## src/core/phy_mmd_params.svh

```systemverilog
// Constants for the indirect management register block.
// Notes on behaviour
// - Burst interval low half is RW, resets to 8 ms code, 0x1A80 gives 16 ms.
// - Burst interval high half is RW, resets to 8 ms code, 0x0006 gives 16 ms.
// - Gigabit link-up time field sits in bits 3 to 1 and resets to 100.
// - Link-up time field is accessible only while basic control equals 0x2100.
// - Common control bit 4 is a write-only LED style override that reads zero.
// - Writing the override bit copies its value into LED style status bit 3.
// - LED style status takes the strap at reset; only the override changes it.
// - Portal control holds device address in 4:0 and access type in 15:14.
// - Portal data is the register address in setup mode, else register contents.
`ifndef PHY_MMD_PARAMS_SVH
`define PHY_MMD_PARAMS_SVH
`define REG_PORTAL_CTRL     5'h0D
`define REG_PORTAL_DATA     5'h0E
`define DEV_AUTONEG         5'h00
`define DEV_PMA             5'h01
`define DEV_VENDOR          5'h02
`define IDX_BURST_LOW       16'h0003
`define IDX_BURST_HIGH      16'h0004
`define IDX_LINKUP_TIME     16'h005A
`define IDX_COMMON_CTRL     16'h0000
`define BURST_LOW_8MS       16'h4000
`define BURST_LOW_16MS      16'h1A80
`define BURST_HIGH_8MS      16'h0003
`define BURST_HIGH_16MS     16'h0006
`define LINKUP_RESET        16'h0108
`define LINKUP_RW_MASK      16'h01FF
`define LINKUP_FIELD_MASK   16'h000E
`define FORCED_100TX        16'h2100
`define COMMON_RW_MASK      16'hFFE7
`define LED_OVERRIDE_BIT    4
`define LED_STATUS_BIT      3
`endif

```

## src/core/phy_mmd_pkg.sv

```systemverilog
// Types shared by the indirect management register block.
package phy_mmd_pkg;
    typedef enum logic [1:0] {
        ACC_ADDRESS  = 2'h0,
        ACC_DATA     = 2'h1,
        ACC_INC_RW   = 2'h2,
        ACC_INC_WR   = 2'h3
    } access_mode_t;
endpackage : phy_mmd_pkg

```

## src/core/phy_mmd_regs.sv

```systemverilog
// Indirect register portal with burst interval, link-up time and LED style registers.
`timescale 1ns/1ps
`include "phy_mmd_params.svh"
module phy_mmd_regs
    import phy_mmd_pkg::*;
(
    input  wire logic        core_clk,
    input  wire logic        rst_b,
    input  wire logic        regWrite,
    input  wire logic        regRead,
    input  wire logic [4:0]  regAddr,
    input  wire logic [15:0] regWdata,
    input  wire logic [15:0] basicControl,
    input  wire logic        ledStrap,
    output logic      [15:0] regRdata,
    output logic             regRvalid,
    output logic             ledIndicatorStyle,
    output logic      [2:0]  linkupTime,
    output logic             flpInterval16ms
);
    access_mode_t accessMode_reg;
    logic [8:0]   ctrlReserved_reg;
    logic [4:0]   devAddr_reg;
    logic [15:0]  regIndex_reg;
    logic [15:0]  burstLow_reg;
    logic [15:0]  burstHigh_reg;
    logic [15:0]  linkup_reg;
    logic [15:0]  common_reg;
    logic         ledStyle_reg;
    logic [15:0]  indirData;
    logic         dataWr;
    logic         dataRd;
    logic         selBurstLow;
    logic         selBurstHigh;
    logic         selLinkup;
    logic         selCommon;
    logic         linkupOpen;
    logic [15:0]  linkupMask;

    // Portal data accesses reach an indirect register; setup mode only moves the index.
    assign dataWr       = regWrite && regAddr == `REG_PORTAL_DATA && accessMode_reg != ACC_ADDRESS;
    assign dataRd       = regRead && regAddr == `REG_PORTAL_DATA && accessMode_reg != ACC_ADDRESS;
    assign selBurstLow  = devAddr_reg == `DEV_AUTONEG && regIndex_reg == `IDX_BURST_LOW;
    assign selBurstHigh = devAddr_reg == `DEV_AUTONEG && regIndex_reg == `IDX_BURST_HIGH;
    assign selLinkup    = devAddr_reg == `DEV_PMA && regIndex_reg == `IDX_LINKUP_TIME;
    assign selCommon    = devAddr_reg == `DEV_VENDOR && regIndex_reg == `IDX_COMMON_CTRL;
    assign linkupOpen   = basicControl == `FORCED_100TX;
    // The field bits drop out of the writable set unless 100BASE-TX is forced.
    assign linkupMask   = linkupOpen ? `LINKUP_RW_MASK : (`LINKUP_RW_MASK & ~`LINKUP_FIELD_MASK);

    always_comb begin
        indirData = 16'h0000;
        if (selBurstLow) begin
            indirData = burstLow_reg;
        end else if (selBurstHigh) begin
            indirData = burstHigh_reg;
        end else if (selLinkup) begin
            indirData = linkup_reg & linkupMask;
        end else if (selCommon) begin
            indirData = (common_reg & `COMMON_RW_MASK) | {12'h000, ledStyle_reg, 3'h0};
        end
    end

    // Reserved control bits are kept so that software reads back what it wrote.
    always_ff @(posedge core_clk) begin
        if (!rst_b) begin
            accessMode_reg   <= ACC_ADDRESS;
            ctrlReserved_reg <= 9'h000;
            devAddr_reg      <= 5'h00;
        end else if (regWrite && regAddr == `REG_PORTAL_CTRL) begin
            accessMode_reg   <= access_mode_t'(regWdata[15:14]);
            ctrlReserved_reg <= regWdata[13:5];
            devAddr_reg      <= regWdata[4:0];
        end
    end

    always_ff @(posedge core_clk) begin
        if (!rst_b) begin
            regIndex_reg <= 16'h0000;
        end else if (regWrite && regAddr == `REG_PORTAL_DATA && accessMode_reg == ACC_ADDRESS) begin
            regIndex_reg <= regWdata;
        end else if ((dataWr && accessMode_reg != ACC_DATA)
                     || (dataRd && accessMode_reg == ACC_INC_RW)) begin
            regIndex_reg <= regIndex_reg + 16'h0001;
        end
    end

    always_ff @(posedge core_clk) begin
        if (!rst_b) begin
            burstLow_reg  <= `BURST_LOW_8MS;
            burstHigh_reg <= `BURST_HIGH_8MS;
        end else if (dataWr && selBurstLow) begin
            burstLow_reg  <= regWdata;
        end else if (dataWr && selBurstHigh) begin
            burstHigh_reg <= regWdata;
        end
    end

    always_ff @(posedge core_clk) begin
        if (!rst_b) begin
            linkup_reg <= `LINKUP_RESET;
        end else if (dataWr && selLinkup) begin
            linkup_reg <= (linkup_reg & ~linkupMask) | (regWdata & linkupMask);
        end
    end

    // The strap is taken by the synchronous reset, so it is sampled on a clock edge.
    always_ff @(posedge core_clk) begin
        if (!rst_b) begin
            common_reg   <= 16'h0000;
            ledStyle_reg <= ledStrap;
        end else if (dataWr && selCommon) begin
            common_reg   <= regWdata & `COMMON_RW_MASK;
            ledStyle_reg <= regWdata[`LED_OVERRIDE_BIT];
        end
    end

    always_ff @(posedge core_clk) begin
        if (!rst_b) begin
            regRdata  <= 16'h0000;
            regRvalid <= 1'b0;
        end else begin
            regRvalid <= regRead;
            if (!regRead) begin
                regRdata <= 16'h0000;
            end else if (regAddr == `REG_PORTAL_CTRL) begin
                regRdata <= {accessMode_reg, ctrlReserved_reg, devAddr_reg};
            end else if (regAddr == `REG_PORTAL_DATA) begin
                regRdata <= (accessMode_reg == ACC_ADDRESS) ? regIndex_reg : indirData;
            end else begin
                regRdata <= 16'h0000;
            end
        end
    end

    // Mirrors for the PHY core; the timer only needs the high half to tell 8 ms from 16 ms.
    always_ff @(posedge core_clk) begin
        if (!rst_b) begin
            ledIndicatorStyle <= 1'b0;
            linkupTime        <= 3'b100;
            flpInterval16ms   <= 1'b0;
        end else begin
            ledIndicatorStyle <= ledStyle_reg;
            linkupTime        <= linkup_reg[3:1];
            flpInterval16ms   <= burstHigh_reg == `BURST_HIGH_16MS;
        end
    end
endmodule : phy_mmd_regs

```

## config.mk

```make
export PLATFORM = sky130hd
export DESIGN_NAME = phy_mmd_regs
export DESIGN_NICKNAME = d
export VERILOG_FILES = /design/src/core/phy_mmd_pkg.sv /design/src/core/phy_mmd_regs.sv
export VERILOG_INCLUDE_DIRS = /design/src /design/src/core
export SDC_FILE = /design/constraint.sdc
export NUM_CORES = 1
export LEC_CHECK = 0
export BUFFER_PORTS_ARGS = -buffer_cell sky130_fd_sc_hd__buf_2
export CORE_MARGIN = 2
export CORE_UTILIZATION = 60
export DETAILED_ROUTE_END_ITERATION = 10
export GPL_TIMING_DRIVEN = 0
export MAX_ROUTING_LAYER = met4
export PLACE_DENSITY_LB_ADDON = 0.08
export SYNTH_ARGS = -nofsm -noshare
export SYNTH_HDL_FRONTEND = slang
export SYNTH_SLANG_ARGS = --single-unit
```

## constraint.sdc

```tcl
create_clock -name core_clk -period 3.4 [get_ports core_clk]
set_input_delay 0.34 -clock core_clk [delete_from_list [all_inputs] [get_ports core_clk]]
set_output_delay 0.34 -clock core_clk [all_outputs]
set_load 0.02 [all_outputs]
```

==> flow_results.xml <==
<?xml version="1.0" encoding="UTF-8"?>
<metrics>
  <group name="clock_tree">
    <metric name="master_cell_of_the_clock_root_buffer" unit="">clkbuf_8</metric>
    <metric name="insertion_delay" unit="ns">0.40</metric>
    <metric name="clock_tree.htree_level_count" unit="">3</metric>
    <metric name="cts_sinks" unit="">110</metric>
    <metric name="cts_repair_resize_count" unit="">0</metric>
    <metric name="cts_tree" unit="">built</metric>
    <metric name="clk_transition_reported_paths" unit="ns">0.12</metric>
    <metric name="clk_path_buf_depth" unit="">2</metric>
    <metric name="cts_made_buffers" unit="">9</metric>
    <metric name="post_cts.repair.setup_buffers" unit="">0</metric>
    <metric name="cts_hold_repair.buffers" unit="">0</metric>
  </group>
  <group name="final_layout">
    <metric name="fill_cells" unit="">759</metric>
    <metric name="multi_input_area" unit="um^2">2845</metric>
    <metric name="postLayoutCoreUtil" unit="">0.6904</metric>
    <metric name="final_cells" unit="">806</metric>
    <metric name="diodes" unit="">0</metric>
    <metric name="finalNetCount" unit="">738</metric>
    <metric name="regArea" unit="um^2">2212</metric>
    <metric name="design_area" unit="um^2">5962</metric>
    <metric name="layout-area-overhead-vs-synth" unit="%">12.78</metric>
    <metric name="post_route_cells_drive_above_1_share" unit="">0.1390</metric>
  </group>
  <group name="power">
    <metric name="comb_power_share" unit="">0.069</metric>
    <metric name="power_density" unit="nW/um^2">392.6</metric>
    <metric name="power.leakage" unit="nW">2.151</metric>
    <metric name="pwr-share-seq" unit="">0.556</metric>
    <metric name="sw_frac_of_total" unit="">0.2674</metric>
    <metric name="power.net_switching" unit="mW">0.6258</metric>
    <metric name="ir_drop_worst_case_vdd" unit="mV">0.2458</metric>
    <metric name="share_clk_of_total_power" unit="">0.374</metric>
    <metric name="internal_power" unit="mW">1.715</metric>
  </group>
  <group name="grt">
    <metric name="grt_start_max_net_pins" unit="">22</metric>
    <metric name="antenna_found_initial" unit="">0</metric>
    <metric name="grt_pass1_vias" unit="">4773</metric>
    <metric name="grtUsageTotal" unit="">0.3714</metric>
    <metric name="grt_pass1_wl" unit="um">26480</metric>
    <metric name="total_overflow_reported_by_the_global_router" unit="">0</metric>
  </group>
  <group name="timing">
    <metric name="finalSetupViolCount" unit="">0</metric>
    <metric name="worst_slew_pin_slew" unit="ns">1.464</metric>
    <metric name="timing.max_slew.rel_slack" unit="">0.01629</metric>
    <metric name="finalMaxSlewViolations" unit="">0</metric>
    <metric name="skew" unit="ns">0.01750</metric>
    <metric name="finalCriticalPeriod" unit="ns">3.371</metric>
    <metric name="hold_violation_total_from_the_final_report" unit="">0</metric>
    <metric name="fin_tns_setup" unit="ns">0</metric>
    <metric name="grt_setup_unrepaired" unit="">no</metric>
    <metric name="min_period_over_period" unit="">0.9914</metric>
    <metric name="fmaxAchievable" unit="GHz">0.2967</metric>
  </group>
  <group name="worst_setup_path">
    <metric name="r2r.worst_path.cells" unit="">5</metric>
    <metric name="timing_worst_setup_path_type" unit="">flop to flop</metric>
    <metric name="cp_data_arrival_time" unit="ns">3.67</metric>
    <metric name="cp_data_required_time" unit="ns">3.70</metric>
    <metric name="r2r_setup_slack" unit="ns">0.03</metric>
    <metric name="critical_path_startpoint_category" unit="">flop</metric>
    <metric name="setup.worst_path.end_class" unit="">flop</metric>
    <metric name="regToRegStartpoint" unit="">regIndex_reg[13]</metric>
    <metric name="critical_path_peak_fanout" unit="">9</metric>
    <metric name="crit-reg2reg-capture" unit="">regRdata[3]</metric>
  </group>
  <group name="routing">
    <metric name="drt-vias-per-instance" unit="">6.361</metric>
    <metric name="detailedRoute.firstIterationViolations" unit="">592</metric>
    <metric name="drt_pass1_iterations" unit="">5</metric>
    <metric name="detail-route-antenna-nets" unit="">0</metric>
    <metric name="num_vias" unit="">5127</metric>
    <metric name="wire_per_inst" unit="um">21.32</metric>
    <metric name="detail_route.wirelength" unit="um">17180</metric>
    <metric name="drt_drc_violations_left" unit="">0</metric>
  </group>
  <group name="placed_design">
    <metric name="placed_cell_area" unit="um^2">5737</metric>
    <metric name="hpwl_detailed" unit="um">12390</metric>
    <metric name="count_of_input_and_output_buffers" unit="">63</metric>
    <metric name="routabilityCongestion" unit="">1.015</metric>
    <metric name="count_of_placed_standard_cells_including_taps" unit="">790</metric>
  </group>
  <group name="synthesis">
    <metric name="synth_compound_area_frac" unit="">0.2149</metric>
    <metric name="dominant_combinational_cell_family_by_area_after_synthesis" unit="">simple AND/OR/NAND/NOR gates</metric>
    <metric name="fraction_of_the_mapped_netlist_area_in_simple_logic_gates" unit="">0.2499</metric>
    <metric name="async_flop_share" unit="">0</metric>
    <metric name="synth_xor_area_frac" unit="">0.01657</metric>
    <metric name="syn-num-nets" unit="">664</metric>
    <metric name="syn_inst_count" unit="">619</metric>
    <metric name="yosysSeqAreaShare" unit="">0.4185</metric>
    <metric name="synthAdderAreaFrac" unit="">0.007101</metric>
    <metric name="synth-warning-count" unit="">0</metric>
    <metric name="dominantRegCellSynth" unit="">dfxtp_1</metric>
    <metric name="synthesis.area_per_instance" unit="um^2">8.540</metric>
    <metric name="muxShareOfSynthArea" unit="">0.04970</metric>
    <metric name="synth.cell_area" unit="um^2">5286</metric>
    <metric name="synth-seq-cells" unit="">110</metric>
    <metric name="post_synth_num_cell_types" unit="">56</metric>
    <metric name="synth_enable_flop_cells" unit="">1</metric>
  </group>
  <group name="floorplanning">
    <metric name="core" unit="um^2">8636</metric>
    <metric name="die-area" unit="um^2">9578</metric>
    <metric name="die_h" unit="um">97.87</metric>
    <metric name="boundaryPins" unit="">64</metric>
    <metric name="dieWidth" unit="um">97.87</metric>
    <metric name="initial_core_util" unit="">0.6121</metric>
    <metric name="std_cell_rows" unit="">34</metric>
  </group>
  <group name="worst_hold_path">
    <metric name="worstHoldEndpoint" unit="">burstHigh_reg[15]</metric>
    <metric name="hp-class" unit="">primary input to flop</metric>
    <metric name="worstHoldPathCells" unit="">3</metric>
    <metric name="hp-start" unit="">regWdata[15]</metric>
  </group>
  <group name="run_status">
    <metric name="run_status" unit="">complete, but fails checks</metric>
    <metric name="violations" unit="">max-capacitance violations</metric>
  </group>
  <group name="job">
    <metric name="count_of_max_cap_constraint_violations" unit="">1</metric>
  </group>
</metrics>
[area by class of cell]
cell class / instances / share of cell area
Clock buffer: 9 / 0.02078
Clock inverter: 7 / 0.01700
Sequential cell: 110 / 0.3710
Multi-Input combinational cell: 456 / 0.4772
Timing Repair Buffer: 63 / 0.05289
Tap cell: 108 / 0.02267
Buffer: 44 / 0.03274
Inverter: 9 / 0.005666
[synth_stat cells (all sizes together), types with 4 or more instances]
| library cell | count | area [um^2] |
|---|---|---|
| a21boi | 49 | 367.9 |
| dfxtp | 109 | 2182 |
| and2 | 4 | 25.02 |
| inv | 9 | 33.78 |
| buf | 7 | 56.30 |
| nand4 | 16 | 106.4 |
| nor2 | 11 | 41.29 |
| nand2 | 112 | 420.4 |
| and3 | 7 | 43.79 |
| a21o | 6 | 45.04 |
| o32ai | 5 | 43.79 |
| nand3 | 34 | 175.2 |
| mux2i | 24 | 240.2 |
| a22oi | 22 | 165.2 |
| nor4 | 15 | 153.9 |
| nor3 | 8 | 56.31 |
| a21oi | 29 | 145.1 |
| xor2 | 10 | 87.58 |
| nand2b | 7 | 43.79 |
| nor2b | 25 | 156.4 |
| clkbuf | 37 | 138.9 |
| o21ai | 27 | 135.1 |
[power by group through the flow]
stage                     Clock, mW  Sequential (mW)  Combinational [mW]
final                         0.876             1.30               0.162
after global routing          0.940             1.30               0.170
after CTS                     0.885             1.30               0.156
after detailed placement          0             1.33               0.155
after global placement            0             1.33               0.154
after floorplan                   0             1.33              0.0752
[worst max-delay path, cell delays in order, from the launching register on]
cell and delay [ns]:
dfxtp_1 0.44, nor4_4 0.68, nand3_2 0.37, nor3_1 1.24, a221oi_1 0.29, o21ai_0 0.26
[per-layer routing]
layer	vias up	global-route usage	wire length [um]
li1	2366	-	-
met1	2388	0.5014	6950
met2	322	0.5390	7633
met3	51	0.1045	2044
met4	0	0.1239	551
met5	-	-	0
[through the flow]
step	hold slack [ns]	setup slack, ns	total power, mW
after floorplan	0.4183	1.210	1.406
after global placement	0.4394	0.3646	1.485
after detailed placement	0.4428	0.3568	1.486
after CTS	0.2376	0.3208	2.343
after global routing	0.2405	0.1075	2.413
final	0.2523	0.02941	2.341
[cells in the final DEF (no fill, tap or decap), drive strengths merged, types with 3 or more instances in the layout]
master  netlist  final
nand2       112    112
dfxtp       109    109
buf           7     70
a21boi       49     49
clkbuf       37     46
nand3        34     34
a21oi        29     29
o21ai        27     27
nor2b        25     25
mux2i        24     24
a22oi        22     22
nand4        16     16
nor4         15     15
nor2         11     11
inv           9     11
xor2         10     10
nor3          8      8
nand2b        7      7
and3          7      7
a21o          6      6
o32ai         5      5
and2          4      4
and4          3      3
o22ai         3      3
a32o          3      3
a221oi        3      3
nor4b         3      3
a31oi         3      3
ha            3      3
clkinv        0      3
[worst max path at each step]
stage	start	slack, ns	endpoint	cells after the start
after floorplan	regIndex_reg[8]	1.21	ledStyle_reg	6
after global placement	regIndex_reg[8]	0.36	regRdata[3]	6
after detailed placement	regIndex_reg[8]	0.36	regRdata[3]	6
after CTS	regIndex_reg[8]	0.32	regRdata[3]	6
after global routing	regIndex_reg[8]	0.11	regRdata[3]	6
final	regIndex_reg[13]	0.03	regRdata[3]	5
[logic make-up (layout without fill, tap and decap cells)]
family                   after synthesis  count (layout)
AND/OR/NAND/NOR                      251             251
AO/OA/AOI/OAI                        166             166
flip-flops                           110             110
buffers and inverters                 53             132
multiplexers                          26              26
XOR/XNOR                              10              10
adder cells (fa/ha/maj)                3               3
Note: power is estimated with default switching activity, not from simulation.
